--- src/common/ebr_pkg.sv ---
// package: phase settings, limits and carriers for the multiplexed host-port read sequencer
package ebr_pkg;
	localparam int ADDR_W = 16;
	localparam int CNT_W = 4;
	localparam logic [CNT_W-1:0] ADDR_PHASE_RST = 4'h1;
	localparam logic [CNT_W-1:0] SETUP_PHASE_RST = 4'h2;
	localparam logic [CNT_W-1:0] STROBE_PHASE_RST = 4'h3;
	localparam logic [CNT_W-1:0] RECOV_PHASE_RST = 4'h1;
	localparam logic [CNT_W-1:0] MIN_SETUP_SETTING = 4'h2;
	localparam logic [CNT_W-1:0] MIN_STROBE_SETTING = 4'h1;
	localparam logic [CNT_W-1:0] MIN_ADDR_SETTING = 4'h1;
	localparam int ADDR_VALID_MAX_CYC = 45;
	localparam int SELECT_TO_STROBE_MIN_CYC = 3;
	localparam int STROBE_PULSE_MIN_CYC = 4;
	localparam int STROBE_PULSE_MAX_CYC = 5;
	localparam int RECOV_MIN_CYC = 2;
	localparam int RECOV_MAX_CYC = 17;
	localparam logic [ADDR_W-1:0] DATA_RST = 16'h0000;

	// phase lengths as software sets them; each phase lasts setting+1 cycles
	typedef struct packed {
		logic [CNT_W-1:0] address_phase_count;
		logic [CNT_W-1:0] setup_phase_count;
		logic [CNT_W-1:0] strobe_phase_count;
		logic [CNT_W-1:0] recovery_phase_count;
	} ebr_timing_s;

	typedef enum logic [2:0] {
		ST_IDLE,
		ST_ADDR,
		ST_SETUP,
		ST_STROBE,
		ST_RECOV
	} ebr_state_e;
endpackage

--- src/core/ebr_mux_read.sv ---
// multiplexed host-port read sequencer: address, setup, strobe and recovery phases
`timescale 1ns/1ps
module ebr_mux_read #(
	parameter int ADDR_W = ebr_pkg::ADDR_W,
	parameter int CNT_W = ebr_pkg::CNT_W
) (
	input wire logic mclk,
	input wire logic resetn,
	input wire logic ce,
	input wire ebr_pkg::ebr_timing_s timing,
	input wire logic req_valid,
	input wire logic [ADDR_W-1:0] req_addr,
	output logic req_ready,
	output logic [ADDR_W-1:0] rd_data,
	output logic rd_valid,
	output logic cfg_error,
	output logic busy,
	output logic chip_select_low,
	output logic host_data_strobe_low,
	output logic [ADDR_W-1:0] bus_out,
	output logic bus_oe,
	input wire logic [ADDR_W-1:0] bus_in,
	input wire logic host_wait_line
);
	////////////////////////////////////////////////////////////////////////////
	// elaboration checks: the struct carrier fixes both widths
	if (ADDR_W != ebr_pkg::ADDR_W) begin : g_addr_w_check
		$error("ebr_mux_read: bus must be 16 bits wide");
	end
	if (CNT_W != ebr_pkg::CNT_W) begin : g_cnt_w_check
		$error("ebr_mux_read: phase counter width must match the package");
	end

	// sequencer state, latched request, captured data and pin flops
	ebr_pkg::ebr_state_e state_q;
	ebr_pkg::ebr_state_e state_d;
	ebr_pkg::ebr_timing_s tim_q;
	logic [ADDR_W-1:0] addr_q;
	logic [ADDR_W-1:0] data_q;
	logic rd_valid_q;
	logic cs_low_q;
	logic ds_low_q;
	logic oe_q;
	logic wait_seen_q;
	logic cnt_load;
	logic [CNT_W-1:0] cnt_val;
	logic cnt_hold;
	logic cnt_done;
	logic phase_end;

	// setting is too small for the wait line to be recognised in time
	function automatic logic setting_bad(input ebr_pkg::ebr_timing_s t);
		setting_bad = (t.address_phase_count < ebr_pkg::MIN_ADDR_SETTING)
			|| (t.setup_phase_count < ebr_pkg::MIN_SETUP_SETTING)
			|| (t.strobe_phase_count < ebr_pkg::MIN_STROBE_SETTING);
	endfunction

	// waiting only matters in the address and strobe phases
	function automatic logic stall_phase(input ebr_pkg::ebr_state_e s);
		stall_phase = (s == ebr_pkg::ST_ADDR) || (s == ebr_pkg::ST_STROBE);
	endfunction

	////////////////////////////////////////////////////////////////////////////
	// a phase stalled after its count has run out gets one extra cycle after the wait line is released
	assign cnt_hold = stall_phase(state_q) && host_wait_line;
	assign phase_end = cnt_done && !wait_seen_q;
	assign req_ready = (state_q == ebr_pkg::ST_IDLE) && !setting_bad(timing);
	assign busy = state_q != ebr_pkg::ST_IDLE;
	assign cfg_error = setting_bad(timing);

	// one shared down-counter times every phase; a wait in the address or strobe phase freezes it
	ebr_phase_cnt #(
		.W(CNT_W)
	) u_cnt (
		.mclk(mclk),
		.resetn(resetn),
		.ce(ce),
		.load(cnt_load),
		.load_val(cnt_val),
		.hold(cnt_hold),
		.done(cnt_done)
	);

	////////////////////////////////////////////////////////////////////////////
	// next state and counter load; all counts are mclk cycles
	always_comb begin
		state_d = state_q;
		cnt_load = 1'b0;
		cnt_val = '0;
		case (state_q)
			ebr_pkg::ST_IDLE: begin
				if (req_valid && req_ready) begin
					state_d = ebr_pkg::ST_ADDR;
					cnt_load = 1'b1;
					cnt_val = timing.address_phase_count;
				end
			end
			ebr_pkg::ST_ADDR: begin
				if (phase_end) begin
					state_d = ebr_pkg::ST_SETUP;
					cnt_load = 1'b1;
					cnt_val = tim_q.setup_phase_count;
				end
			end
			ebr_pkg::ST_SETUP: begin
				if (phase_end) begin
					state_d = ebr_pkg::ST_STROBE;
					cnt_load = 1'b1;
					cnt_val = tim_q.strobe_phase_count;
				end
			end
			ebr_pkg::ST_STROBE: begin
				if (phase_end) begin
					state_d = ebr_pkg::ST_RECOV;
					cnt_load = 1'b1;
					cnt_val = tim_q.recovery_phase_count;
				end
			end
			ebr_pkg::ST_RECOV: begin
				// no wait handling here: the far side only stalls address and strobe
				if (phase_end) begin
					state_d = ebr_pkg::ST_IDLE;
				end
			end
			default: begin
				state_d = ebr_pkg::ST_IDLE;
			end
		endcase
	end

	// state register; ce low freezes it with the rest
	always_ff @(posedge mclk) begin
		if (!resetn) begin
			state_q <= ebr_pkg::ST_IDLE;
		end else if (ce) begin
			state_q <= state_d;
		end
	end

	// remember a wait seen in this phase; the first clear cycle is the extra one
	always_ff @(posedge mclk) begin
		if (!resetn) begin
			wait_seen_q <= 1'b0;
		end else if (ce) begin
			if (cnt_load) begin
				wait_seen_q <= 1'b0;
			end else if (stall_phase(state_q)) begin
				wait_seen_q <= host_wait_line;
			end
		end
	end

	// timing and address latched at request so mid-access changes do no harm
	always_ff @(posedge mclk) begin
		if (!resetn) begin
			tim_q <= {ebr_pkg::ADDR_PHASE_RST, ebr_pkg::SETUP_PHASE_RST,
				ebr_pkg::STROBE_PHASE_RST, ebr_pkg::RECOV_PHASE_RST};
			addr_q <= ebr_pkg::DATA_RST;
		end else if (ce && state_q == ebr_pkg::ST_IDLE && req_valid && req_ready) begin
			tim_q <= timing;
			addr_q <= req_addr;
		end
	end

	////////////////////////////////////////////////////////////////////////////
	// pin drive: select with address together, strobe only in the strobe phase
	// registered from state_d so select, address and strobe move on one edge
	always_ff @(posedge mclk) begin
		if (!resetn) begin
			cs_low_q <= 1'b1;
			ds_low_q <= 1'b1;
			oe_q <= 1'b0;
		end else if (ce) begin
			cs_low_q <= !(state_d == ebr_pkg::ST_ADDR || state_d == ebr_pkg::ST_SETUP
				|| state_d == ebr_pkg::ST_STROBE);
			oe_q <= state_d == ebr_pkg::ST_ADDR || state_d == ebr_pkg::ST_SETUP;
			ds_low_q <= !(state_d == ebr_pkg::ST_STROBE);
		end
	end

	// bus released on the edge the strobe falls so the host port can drive read data
	assign bus_out = addr_q;

	// capture on the last strobe cycle, while strobe and select are still low
	always_ff @(posedge mclk) begin
		if (!resetn) begin
			data_q <= ebr_pkg::DATA_RST;
			rd_valid_q <= 1'b0;
		end else if (ce) begin
			rd_valid_q <= 1'b0;
			if (state_q == ebr_pkg::ST_STROBE && phase_end) begin
				data_q <= bus_in;
				rd_valid_q <= 1'b1;
			end
		end
	end

	// outputs straight from their flops
	assign rd_data = data_q;
	assign rd_valid = rd_valid_q;
	assign chip_select_low = cs_low_q;
	assign host_data_strobe_low = ds_low_q;
	assign bus_oe = oe_q;
endmodule

--- src/core/ebr_phase_cnt.sv ---
// phase down-counter with load, hold and expiry flag
`timescale 1ns/1ps
module ebr_phase_cnt #(
	parameter int W = 4
) (
	input wire logic mclk,
	input wire logic resetn,
	input wire logic ce,
	input wire logic load,
	input wire logic [W-1:0] load_val,
	input wire logic hold,
	output logic done
);
	logic [W-1:0] cnt_q;

	// elaboration check: a one-bit counter cannot hold the minimum settings
	if (W < 2) begin : g_w_check
		$error("ebr_phase_cnt: W must be at least 2");
	end

	// count freezes while hold is high so a stalled phase never expires
	always_ff @(posedge mclk) begin
		if (!resetn) begin
			cnt_q <= '0;
		end else if (ce) begin
			if (load) begin
				cnt_q <= load_val;
			end else if (!hold && cnt_q != '0) begin
				cnt_q <= cnt_q - 1'b1;
			end
		end
	end

	// load is decoded from done upstream, so done must not read it back (zero-delay loop)
	assign done = (cnt_q == '0) && !hold;
endmodule
--- config.mk ---
export PLATFORM = sky130hd
export DESIGN_NAME = ebr_mux_read
export DESIGN_NICKNAME = d
export VERILOG_FILES = /design/src/common/ebr_pkg.sv /design/src/core/ebr_mux_read.sv /design/src/core/ebr_phase_cnt.sv
export SDC_FILE = /design/constraint.sdc
export NUM_CORES = 1
export LEC_CHECK = 0
export BUFFER_PORTS_ARGS = -buffer_cell sky130_fd_sc_hd__buf_4
export CAP_MARGIN = 20
export CORE_MARGIN = 3
export CORE_UTILIZATION = 43
export CTS_CLUSTER_DIAMETER = 50
export DETAILED_ROUTE_END_ITERATION = 7
export MAX_ROUTING_LAYER = met4
export PLACE_DENSITY = 0.77
export SYNTH_ARGS = -nofsm -noshare
export SYNTH_HDL_FRONTEND = slang
export SYNTH_SLANG_ARGS = --single-unit
--- constraint.sdc ---
create_clock -name mclk -period 2 [get_ports mclk]
set_input_delay 0.1 -clock mclk [delete_from_list [all_inputs] [get_ports mclk]]
set_output_delay 0.1 -clock mclk [all_outputs]
set_load 0.05 [all_outputs]
==> Yosys cells after proc, flatten, opt, wreduce, memory -nomap -nowiden <==
Cells that the tools add are included.
{ "op_classes": {"n_shift": 0, "mux": 19, "reduce_logical": 30, "bitwise_logic": 0, "eq_ne": 7, "div_mod_pow": 0, "n_lt_le_gt_ge": 3, "mul": 0, "add_sub_neg": 1} }
{ "op_table": {"columns": ["op", "n"], "rows": [
  ["2-to-1 mux 4 bit", 6],
  ["one-hot mux 4 bit (4 select lines)", 1],
  ["2-to-1 mux 3 bit", 5],
  ["one-hot mux 3 bit (5 select lines)", 1],
  ["== test 3 x 2 -> 1 bit, second input constant", 4],
  ["logical AND 1 bit", 10],
  ["< comparator 4 x 1 -> 1 bit, second input constant", 2],
  ["== test 3 x 1 -> 1 bit, second input constant", 2],
  ["AND reduction 2 bit", 3],
  ["logical NOT 1 bit", 5],
  ["logical OR 1 bit", 5],
  ["2-to-1 mux 1 bit", 5],
  ["logical NOT 4 bit", 1],
  ["< comparator 4 x 2 -> 1 bit, second input constant", 1],
  ["nonzero test 2 bit", 2],
  ["nonzero test 4 bit", 1],
  ["subtractor 4 x 1 -> 4 bit, second input constant", 1],
  ["== test 3 bit, second input constant", 1],
  ["logical NOT 3 bit", 1],
  ["nonzero test 3 bit", 1],
  ["OR reduction 3 bit", 1],
  ["one-hot mux 1 bit (2 select lines)", 1]
]} }
{ "totals": {"mem_bits_ro": 0, "regBits": 56, "inputBits": 53, "mem_count": 0, "out_inout_bits": 39, "ramBits": 0, "latch_bits": 0} }

==> Longest topological paths before layout <==
Gate-level depths: netlist of run 1.
{ "depth": {"word_depth": 12, "mapped_depth": 9} }

==> Hierarchy <==
From an unflattened synthesis of run 1, not the netlist that was laid out.
{ "unflattened": {"hier_cells": 301, "area_unflattened_um2": 2563.7} }
{ "modules_own_cells": {"columns": ["mod", "instances", "cells_each", "area_each_um2"], "rows": [
  ["ebr_mux_read", 1, 268, 2267.2],
  ["ebr_phase_cnt", 1, 33, 296.5]
]} }

==> Worst setup path after synthesis of run 1 <==
No wires, ideal clock.
{ "synth_path": {"path_kind": "register -> register", "startpoint": "reg u_cnt.cnt_q[0]", "endpoint": "reg u_cnt.cnt_q[3]", "path_stages_with_launch": 9, "path_slack_ps": -158, "path_buffers": 0, "arrival_ps": 2038, "path_cell_list": "dfxtp_1 > inv_1 > ha_1 > or4b_4 > a211o_1 > o22ai_4 > nor2_1 > o21a_1 > o31a_1"} }
{ "synth_via": {"elab_chain_len": 7, "elab_cells_between_ends": 16, "cone_classes": "1 x add/sub; 8 x mux; 7 x reduce/logical"} }
{ "synth_lines": {"columns": ["element", "line", "source"], "rows": [
  ["start: declaration", "ebr_phase_cnt.sv:14", "logic [W-1:0] cnt_q;"],
  ["start signal: assignment", "ebr_phase_cnt.sv:27", "cnt_q <= load_val;"],
  ["start signal: assignment", "ebr_phase_cnt.sv:29", "cnt_q <= cnt_q - 1'b1;"],
  ["logical NOT 4 bit", "ebr_phase_cnt.sv:35", "assign done = (cnt_q == '0) && !hold;"],
  ["logical AND 1 bit", "ebr_phase_cnt.sv:35", null],
  ["logical AND 1 bit", "ebr_mux_read.sv:66", "assign phase_end = cnt_done && !wait_seen_q;"],
  ["2-to-1 mux 1 bit", "ebr_mux_read.sv:99, ebr_mux_read.sv:106, ebr_mux_read.sv:113", null],
  ["one-hot mux 1 bit (2 select lines)", "ebr_mux_read.sv:90", "case (state_q)"],
  ["nonzero test 2 bit (no line)", null, null],
  ["AND reduction 2 bit (no line)", null, null]
]} }
Several ways; a longest one is shown, not always the timed one. The select of a mux whose other input is x is not followed.
A chain may end at the register's enable or synchronous reset.

==> Worst setup path in the final report of run 1 <==
{ "layout_path": {"startpoint": "reg u_cnt.cnt_q[1]", "endpoint": "reg u_cnt.cnt_q[0]"} }
The elaborated chain is that of the path after synthesis.

==> flow_metrics.env, run 1 <==
export IMPL_min_path_cells=3
export IMPL_timing_final_crit_period_ns=2.119
export IMPL_min_path_type="in -> reg"
export IMPL_fillers=443
export IMPL_portBuffers=91
export IMPL_numCtsBuffers=5
export IMPL_cts_max_level=2
export IMPL_antenna_found_initial=0
export IMPL_core_mm2=0.005238
export IMPL_dr_pass1_iters=4
export IMPL_start_kind="register"
export IMPL_yosys_top_cells_area="dfxtp_1 (47%), nand2_1 (15%), a21oi_1 (9.5%), mux2_2 (1.9%), nor2_1 (1.6%)"
export IMPL_cts_sinks=56
export IMPL_synthCells=298
export IMPL_clock_skew_final_ns=0.01331
export IMPL_async_flop_share=0
export IMPL_maxSlewHeadroom=0.7120
export IMPL_yosys_area_top_type_share=0.4718
export IMPL_placed_area_mm2=0.003283
export IMPL_cts_clk_slew_worst_paths_ns=0.10
export IMPL_switchingPower_mw=0.8047
export IMPL_syn_num_nets=353
export IMPL_rows=26
export IMPL_critPathArrivalTime_ns=2.31
export IMPL_post_route_cell_area_mm2=0.003632
export IMPL_ys_ff_latch=56
export IMPL_synth_warning_count=0
export IMPL_switching_share=0.3090
export IMPL_place_congestion=0.9216
export IMPL_setup_violations=9
export IMPL_num_io_pins=92
export IMPL_route_vias_total=2470
export IMPL_p_clk_frac=0.235
export IMPL_worst_slack_ns=-0.1186
export IMPL_avgSynthCellArea_um2=7.973
export IMPL_period_share=1.059
export IMPL_status="finished, violations left"
export IMPL_finalHoldViolCount=0
export IMPL_maxSlewViolCount=0
export IMPL_fin_setup_tns_ns=-0.5997
export IMPL_cp_max_fo=5
export IMPL_slowest_delay_ns=0.50
export IMPL_chipHeight_um=80.34
export IMPL_p_comb_frac=0.304
export IMPL_drc=0
export IMPL_worstSetupPathType="reg -> reg"
export IMPL_finalWirelength_um=6564
export IMPL_overflow=0
export IMPL_p_seq_frac=0.462
export IMPL_worstReg2RegStart="u_cnt.cnt_q[1]$_SDFFE_PN0P_"
export IMPL_cts_tree="built"
export IMPL_slowest_stage="or4b_4"
export IMPL_path_cells="inv_2, ha_4, or4b_4, a211o_1, o22ai_4, buf_4, o221ai_1, o211a_1"
export IMPL_holdPathEnd="tim_q[4]$_SDFFE_PN1P_"
export IMPL_worstMarginPinSlew_ns=0.4315
export IMPL_wl_per_cell_um=13.73
export IMPL_drive_above_1_share=0.4363
export IMPL_die_area_mm2=0.006454
export IMPL_hp_start="timing[4]"
export IMPL_die_w_um=80.34
export IMPL_clockRootBuffer="clkbuf_8"
export IMPL_yosysMostFrequentCell="nand2_1"
export IMPL_grt_max_degree=41
export IMPL_violations="setup timing"
export IMPL_viasPerCell=5.167
export IMPL_nets=462
export IMPL_power_density_mw_per_mm2=717.1
export IMPL_synth_area_leader_cell="dfxtp_1"
export IMPL_synth_edf_count=0
export IMPL_leakage_nw=1.596
export IMPL_post_place_ws_ns=-0.09257
export IMPL_fmax_mhz=472.0
export IMPL_r2r_end="u_cnt.cnt_q[0]$_SDFFE_PN0P_"
export IMPL_synthesis_area_mm2=0.002376
export IMPL_worstSkewPairLatency_ns=0.31
export IMPL_hpwl_um=4520
export IMPL_endpoint_kind="register"
export IMPL_grt_pass1_vias=2254
export IMPL_drtIter0Drc=90
export IMPL_peakVddDrop_v=0.0005561
export IMPL_ys_types=47
export IMPL_grt_pass1_wl_um=10130
export IMPL_cts_buffer_depth=2
export IMPL_crit_required_ns=2.19
export IMPL_ys_seq_area_frac=0.4718
export IMPL_areaGrowthSynthToFinish_pct=52.87
export IMPL_rsz0062_at_grt="yes"
export IMPL_synthFlopType="dfxtp_1"
export IMPL_reg2reg_depth=8
export IMPL_max_cap_violations=0
export IMPL_final_antenna_net_count=0
export IMPL_grtUsageTotal=0.2022
export IMPL_p_int_mw=1.800
export IMPL_r2r_slack_ns=-0.12
export IMPL_antennaDiodeCount=0
export IMPL_synthTopCellsByCount="nand2_1 (97), dfxtp_1 (56), a21oi_1 (45)"
export IMPL_start_util=0.4537
## timing repair
item / CTS / global route
setup endpoints to repair: 6 / 26
gates resized for setup: 0 / 45
cloned: 0 / 2
pin swaps: 1 / 27
buffers inserted: 3 / 2
hold endpoints to repair: 1 / 0
hold buffers: 1 / 0
## worst max-delay path by stage
stage                                      startpoint                          end  slack, ns  cells past startpoint
after floorplan           u_cnt.cnt_q[1]$_SDFFE_PN0P_  u_cnt.cnt_q[3]$_SDFFE_PN0P_      -0.03                      8
after global placement    u_cnt.cnt_q[1]$_SDFFE_PN0P_  u_cnt.cnt_q[0]$_SDFFE_PN0P_      -0.06                      8
after detailed placement  u_cnt.cnt_q[1]$_SDFFE_PN0P_  u_cnt.cnt_q[0]$_SDFFE_PN0P_      -0.09                      8
after CTS                 u_cnt.cnt_q[1]$_SDFFE_PN0P_  u_cnt.cnt_q[0]$_SDFFE_PN0P_      -0.10                      8
after global routing      u_cnt.cnt_q[1]$_SDFFE_PN0P_  u_cnt.cnt_q[0]$_SDFFE_PN0P_      -0.20                      8
final                     u_cnt.cnt_q[1]$_SDFFE_PN0P_  u_cnt.cnt_q[0]$_SDFFE_PN0P_      -0.12                      8
## cell type report
class	instances	area, um2	share of cell area
Multi-Input combinational cell	217	1309	0.3603
Sequential cell	56	1124	0.3093
Timing Repair Buffer	121	1003	0.2763
Tap cell	70	87.58	0.02411
Clock buffer	6	72.57	0.01998
Inverter	6	22.52	0.006200
Clock inverter	2	13.76	0.003789
## flip-flops by register name (all words and copies together), names as in the netlist
name,cells
bus_oe,1
bus_out,16
chip_select_low,1
host_data_strobe_low,1
rd_data,16
rd_valid,1
state_q,3
tim_q,12
u_cnt.cnt_q,4
wait_seen_q,1
## logic make-up (layout without fill, tap and decap cells)
kind of cell | Yosys count | count (layout) | share of synthesized area
buf+inv | 25 | 135 | 0.05055
mux | 5 | 5 | 0.02317
compound gates | 73 | 73 | 0.1933
flops | 56 | 56 | 0.4718
simple gates | 137 | 137 | 0.2507
fa+ha+maj | 2 | 2 | 0.01053
## worst max-delay path, delay by kind of cell (launching register included)
kind	cells	cell delay (ns)
compound gates	4	0.81
fa+ha+maj	1	0.13
buf+inv	2	0.24
flops	1	0.33
simple gates	1	0.50
## placed cells by master, fill, tap and decap left out, types with 5 or more instances in the layout
cell	n
dfxtp_1	54
clkbuf_8	5
buf_4	112
a21oi_1	30
nand3_1	6
nand2_4	12
a21oi_2	16
nand2_1	82
nor2_1	10
## power groups by stage
stage                     registers, mW  clock network (mW)  logic, mW
final                              1.20               0.611      0.791
after floorplan                    1.30                   0      0.357
after global placement             1.23                   0      0.712
after CTS                          1.20               0.628      0.739
after detailed placement           1.23                   0      0.715
after global routing               1.21               0.686      0.856
## metrics by stage
step | total power [mW] | utilization | hold slack (ns) | instances
6_report | 2.605 | 0.6935 | 0.01489 | 478
5_1_grt | 2.751 | 0.6935 | 0.008751 | 478
4_1_cts | 2.569 | 0.6495 | 0.009427 | 474
3_5_place_dp | 1.943 | 0.6269 | 0.3158 | 462
3_3_place_gp | 1.939 | 0.6269 | 0.3078 | 462
2_1_floorplan | 1.657 | - | 0.2242 | 298
## routing by layer
metal	routed length, um	up-vias	GRT usage
met3	417	13	0.04709
met1	2718	1159	0.2364
met5	0	-	-
met4	104	0	0.05912
li1	-	1225	-
met2	3323	73	0.3460
(Power assumes the default switching activity.)
==> inputs of run 2 (changes only) <==
CORE_UTILIZATION = 44   (was 43)
SYNTH_HIERARCHICAL = 1   (was default)
==> run 2 against run 1 <==
  * The flow still finishes with violations (setup timing)
  * Critical path depth rose by 2
  * Final cell count rose by 1.5%
  * Critical path type unchanged
  * Clock skew fell by 0.0037 ns
  * Largest power group is now combinational cells
  * Largest cell class unchanged
  * Sequential power rose by 3%
  * Combinational power rose by 58%
  * Core utilization fell by 0.73 points
  * Sequential share of layout area fell by 1.5 points
  * First-iteration DRC count rose by 78%
  * Flip-flop and latch count did not move
  * Non-clock buffer count rose by 5
==> flow_metrics.env, run 2 <==
export IMPL_critPathArrivalTime_ns=2.52
export IMPL_instances_no_fill=485
export IMPL_leakage_nw=1.686
export IMPL_cts_buffer_depth=2
export IMPL_final_common_cell="buf_4"
export IMPL_start_util=0.4599
export IMPL_synthFlopType="dfxtp_1"
export IMPL_ys_ff_latch=56
export IMPL_place_congestion=0.8576
export IMPL_multi_input_area_mm2=0.001468
export IMPL_overflow=0
export IMPL_grt_max_degree=58
export IMPL_period_share=1.140
export IMPL_max_cap_violations=0
export IMPL_grtUsageTotal=0.2275
export IMPL_peakVddDrop_v=0.0004601
export IMPL_maxSlewHeadroom=0.6821
export IMPL_start_kind="register"
export IMPL_cts_clk_slew_worst_paths_ns=0.11
export IMPL_grtUsageMet2=0.3774
export IMPL_antenna_found_initial=0
export IMPL_grt_pass1_vias=2436
export IMPL_worstSkewPairLatency_ns=0.32
export IMPL_reg2reg_depth=10
export IMPL_grt_use_met1=0.2757
export IMPL_whs_ns=0.005217
export IMPL_placed_cells=466
export IMPL_dr_pass1_iters=4
export IMPL_drive_above_1_share=0.4383
export IMPL_setup_violations=25
export IMPL_min_path_cells=3
export IMPL_synthTopCellsByCount="nand2_1 (62), dfxtp_1 (56), nand3_1 (24)"
export IMPL_maxSlewViolCount=0
export IMPL_synth_warning_count=6
export IMPL_final_antenna_net_count=0
export IMPL_synthesis_area_mm2=0.002564
export IMPL_numCtsBuffers=5
export IMPL_seqCellArea_mm2=0.001126
export IMPL_fmax_mhz=438.7
export IMPL_rsz0062_at_grt="yes"
export IMPL_die_w_um=82.33
export IMPL_rows=27
export IMPL_avgSynthCellArea_um2=8.517
export IMPL_chipHeight_um=82.33
export IMPL_endpoint_kind="register"
export IMPL_top_usage_layer="met2"
export IMPL_fillers=443
export IMPL_p_total_mw=3.387
export IMPL_yosysMostFrequentCell="nand2_1"
export IMPL_areaGrowthSynthToFinish_pct=49.19
export IMPL_final_cell_mix="buf_4 (120), dfxtp_1 (52), nand2_1 (51), a21boi_1 (29), nand3_1 (23)"
export IMPL_die_area_mm2=0.006778
export IMPL_synth_edf_count=0
export IMPL_finalHoldViolCount=0
export IMPL_worst_slack_ns=-0.2794
export IMPL_syn_num_nets=355
export IMPL_min_path_type="in -> reg"
export IMPL_grt_pass1_wl_um=11650
export IMPL_ys_types=47
export IMPL_clock_skew_final_ns=0.009576
export IMPL_drc=0
export IMPL_cts_max_level=2
export IMPL_hpwl_um=4879
export IMPL_route_vias_total=2553
export IMPL_status="finished, violations left"
export IMPL_worstSetupPathType="reg -> reg"
export IMPL_async_flop_share=0
export IMPL_use_met3=0.05748
export IMPL_antennaDiodeCount=0
export IMPL_yosys_top_cells_area="dfxtp_1 (44%), nand2_1 (9.1%), a21boi_1 (6.7%), nand3_1 (4.7%), a21boi_0 (4.1%)"
export IMPL_nets=466
export IMPL_synth_area_leader_cell="dfxtp_1"
export IMPL_finalWirelength_um=7426
export IMPL_clockRootBuffer="clkbuf_8"
export IMPL_viasPerCell=5.264
export IMPL_core_mm2=0.005574
export IMPL_portBuffers=91
export IMPL_num_io_pins=92
export IMPL_crit_required_ns=2.24
export IMPL_cp_max_fo=4
export IMPL_drtIter0Drc=160
export IMPL_cts_sinks=56
export IMPL_power_density_mw_per_mm2=885.4
export IMPL_cts_tree="built"
export IMPL_post_place_ws_ns=-0.2584
export IMPL_yosys_area_top_type_share=0.4373
export IMPL_wl_per_cell_um=15.31
export IMPL_synthCells=301
export IMPL_ys_seq_area_frac=0.4373
export IMPL_timing_final_crit_period_ns=2.279
export IMPL_worstMarginPinSlew_ns=0.4768
export IMPL_violations="setup timing"
-- run 2: cell types whose count changed after synthesis, sizes merged, moves of 4 or more --
| cell | previous run | this run |
|---|---|---|
| a21oi | 47 | 6 |
| a21boi | 0 | 37 |
| nand2 | 97 | 63 |
| nand3 | 6 | 25 |
| mux2i | 1 | 10 |
| nor2b | 2 | 9 |
| a22oi | 4 | 0 |
-- run 2: report_power, final --
group	switching (mW)	internal, mW
clock network	0.392	0.504
logic	0.622	0.630
registers	0.0504	1.19
-- run 2: metal layers --
metal,vias to the layer above,wire [um],share of wire
met4,0,123,0.017
met5,-,0,0
met3,14,513,0.069
met2,82,3721,0.50
li1,1252,-,-
met1,1205,3067,0.41
-- run 2: metrics by stage --
stage,TNS [ns],utilization,cell area (um2)
4_1_cts,-2.034,0.6736,3755
2_1_floorplan,-1.543,-,2601
5_1_grt,-6.359,0.6862,3825
3_3_place_gp,-0.5260,0.6173,3441
6_report,-3.910,0.6862,3825
3_5_place_dp,-2.392,0.6173,3441
-- run 2: layout make-up --
class,count,area share
flip-flops and latches,56,0.2944
inverters,7,0.006869
clock buffers,5,0.01799
well taps,72,0.02355
clock inverters,3,0.01799
repair buffers,126,0.2555
multi-input cells,216,0.3837
-- run 2: what timing repair did --
action / 4_1_cts / 5_1_grt
endpoints found under the setup margin: 25 / 29
cloned: 1 / 0
hold buffers: 0 / 0
buffers inserted: 14 / 4
pin swaps: 5 / 30
resized for setup: 17 / 41
-- run 2: worst paths after layout --
path / from / end / slack, ns
setup / recovery: state_q[2]$_SDFFE_PN0P_ / bus_oe$_SDFFE_PN0P_ / -0.28
hold / removal: timing[0] / tim_q[0]$_SDFFE_PN1P_ / 0.005
setup reg to reg: state_q[2]$_SDFFE_PN0P_ / bus_oe$_SDFFE_PN0P_ / -0.28
hold reg to reg: tim_q[1]$_SDFFE_PN0P_ / tim_q[1]$_SDFFE_PN0P_ / 0.46
-- run 2: cells by family (layout without fill, tap and decap cells) --
logic type / Yosys count / count (layout) / synth area share
flops: 56 / 56 / 0.4373
buf+inv: 29 / 141 / 0.06003
simple gates: 136 / 136 / 0.2552
mux: 12 / 12 / 0.04783
fa+ha+maj: 1 / 1 / 0.004880
xor+xnor: 1 / 1 / 0.003417
compound gates: 66 / 66 / 0.1913
-- run 2: critical path, cell delays in order (launching register included) --
cell,delay [ns]
dfxtp_2,0.35
and2b_1,0.19
and2_4,0.15
nor2b_4,0.12
nor3b_4,0.24
nor2b_4,0.25
buf_6,0.12
mux2i_1,0.27
o22ai_2,0.15
and2_4,0.17
o32ai_2,0.18
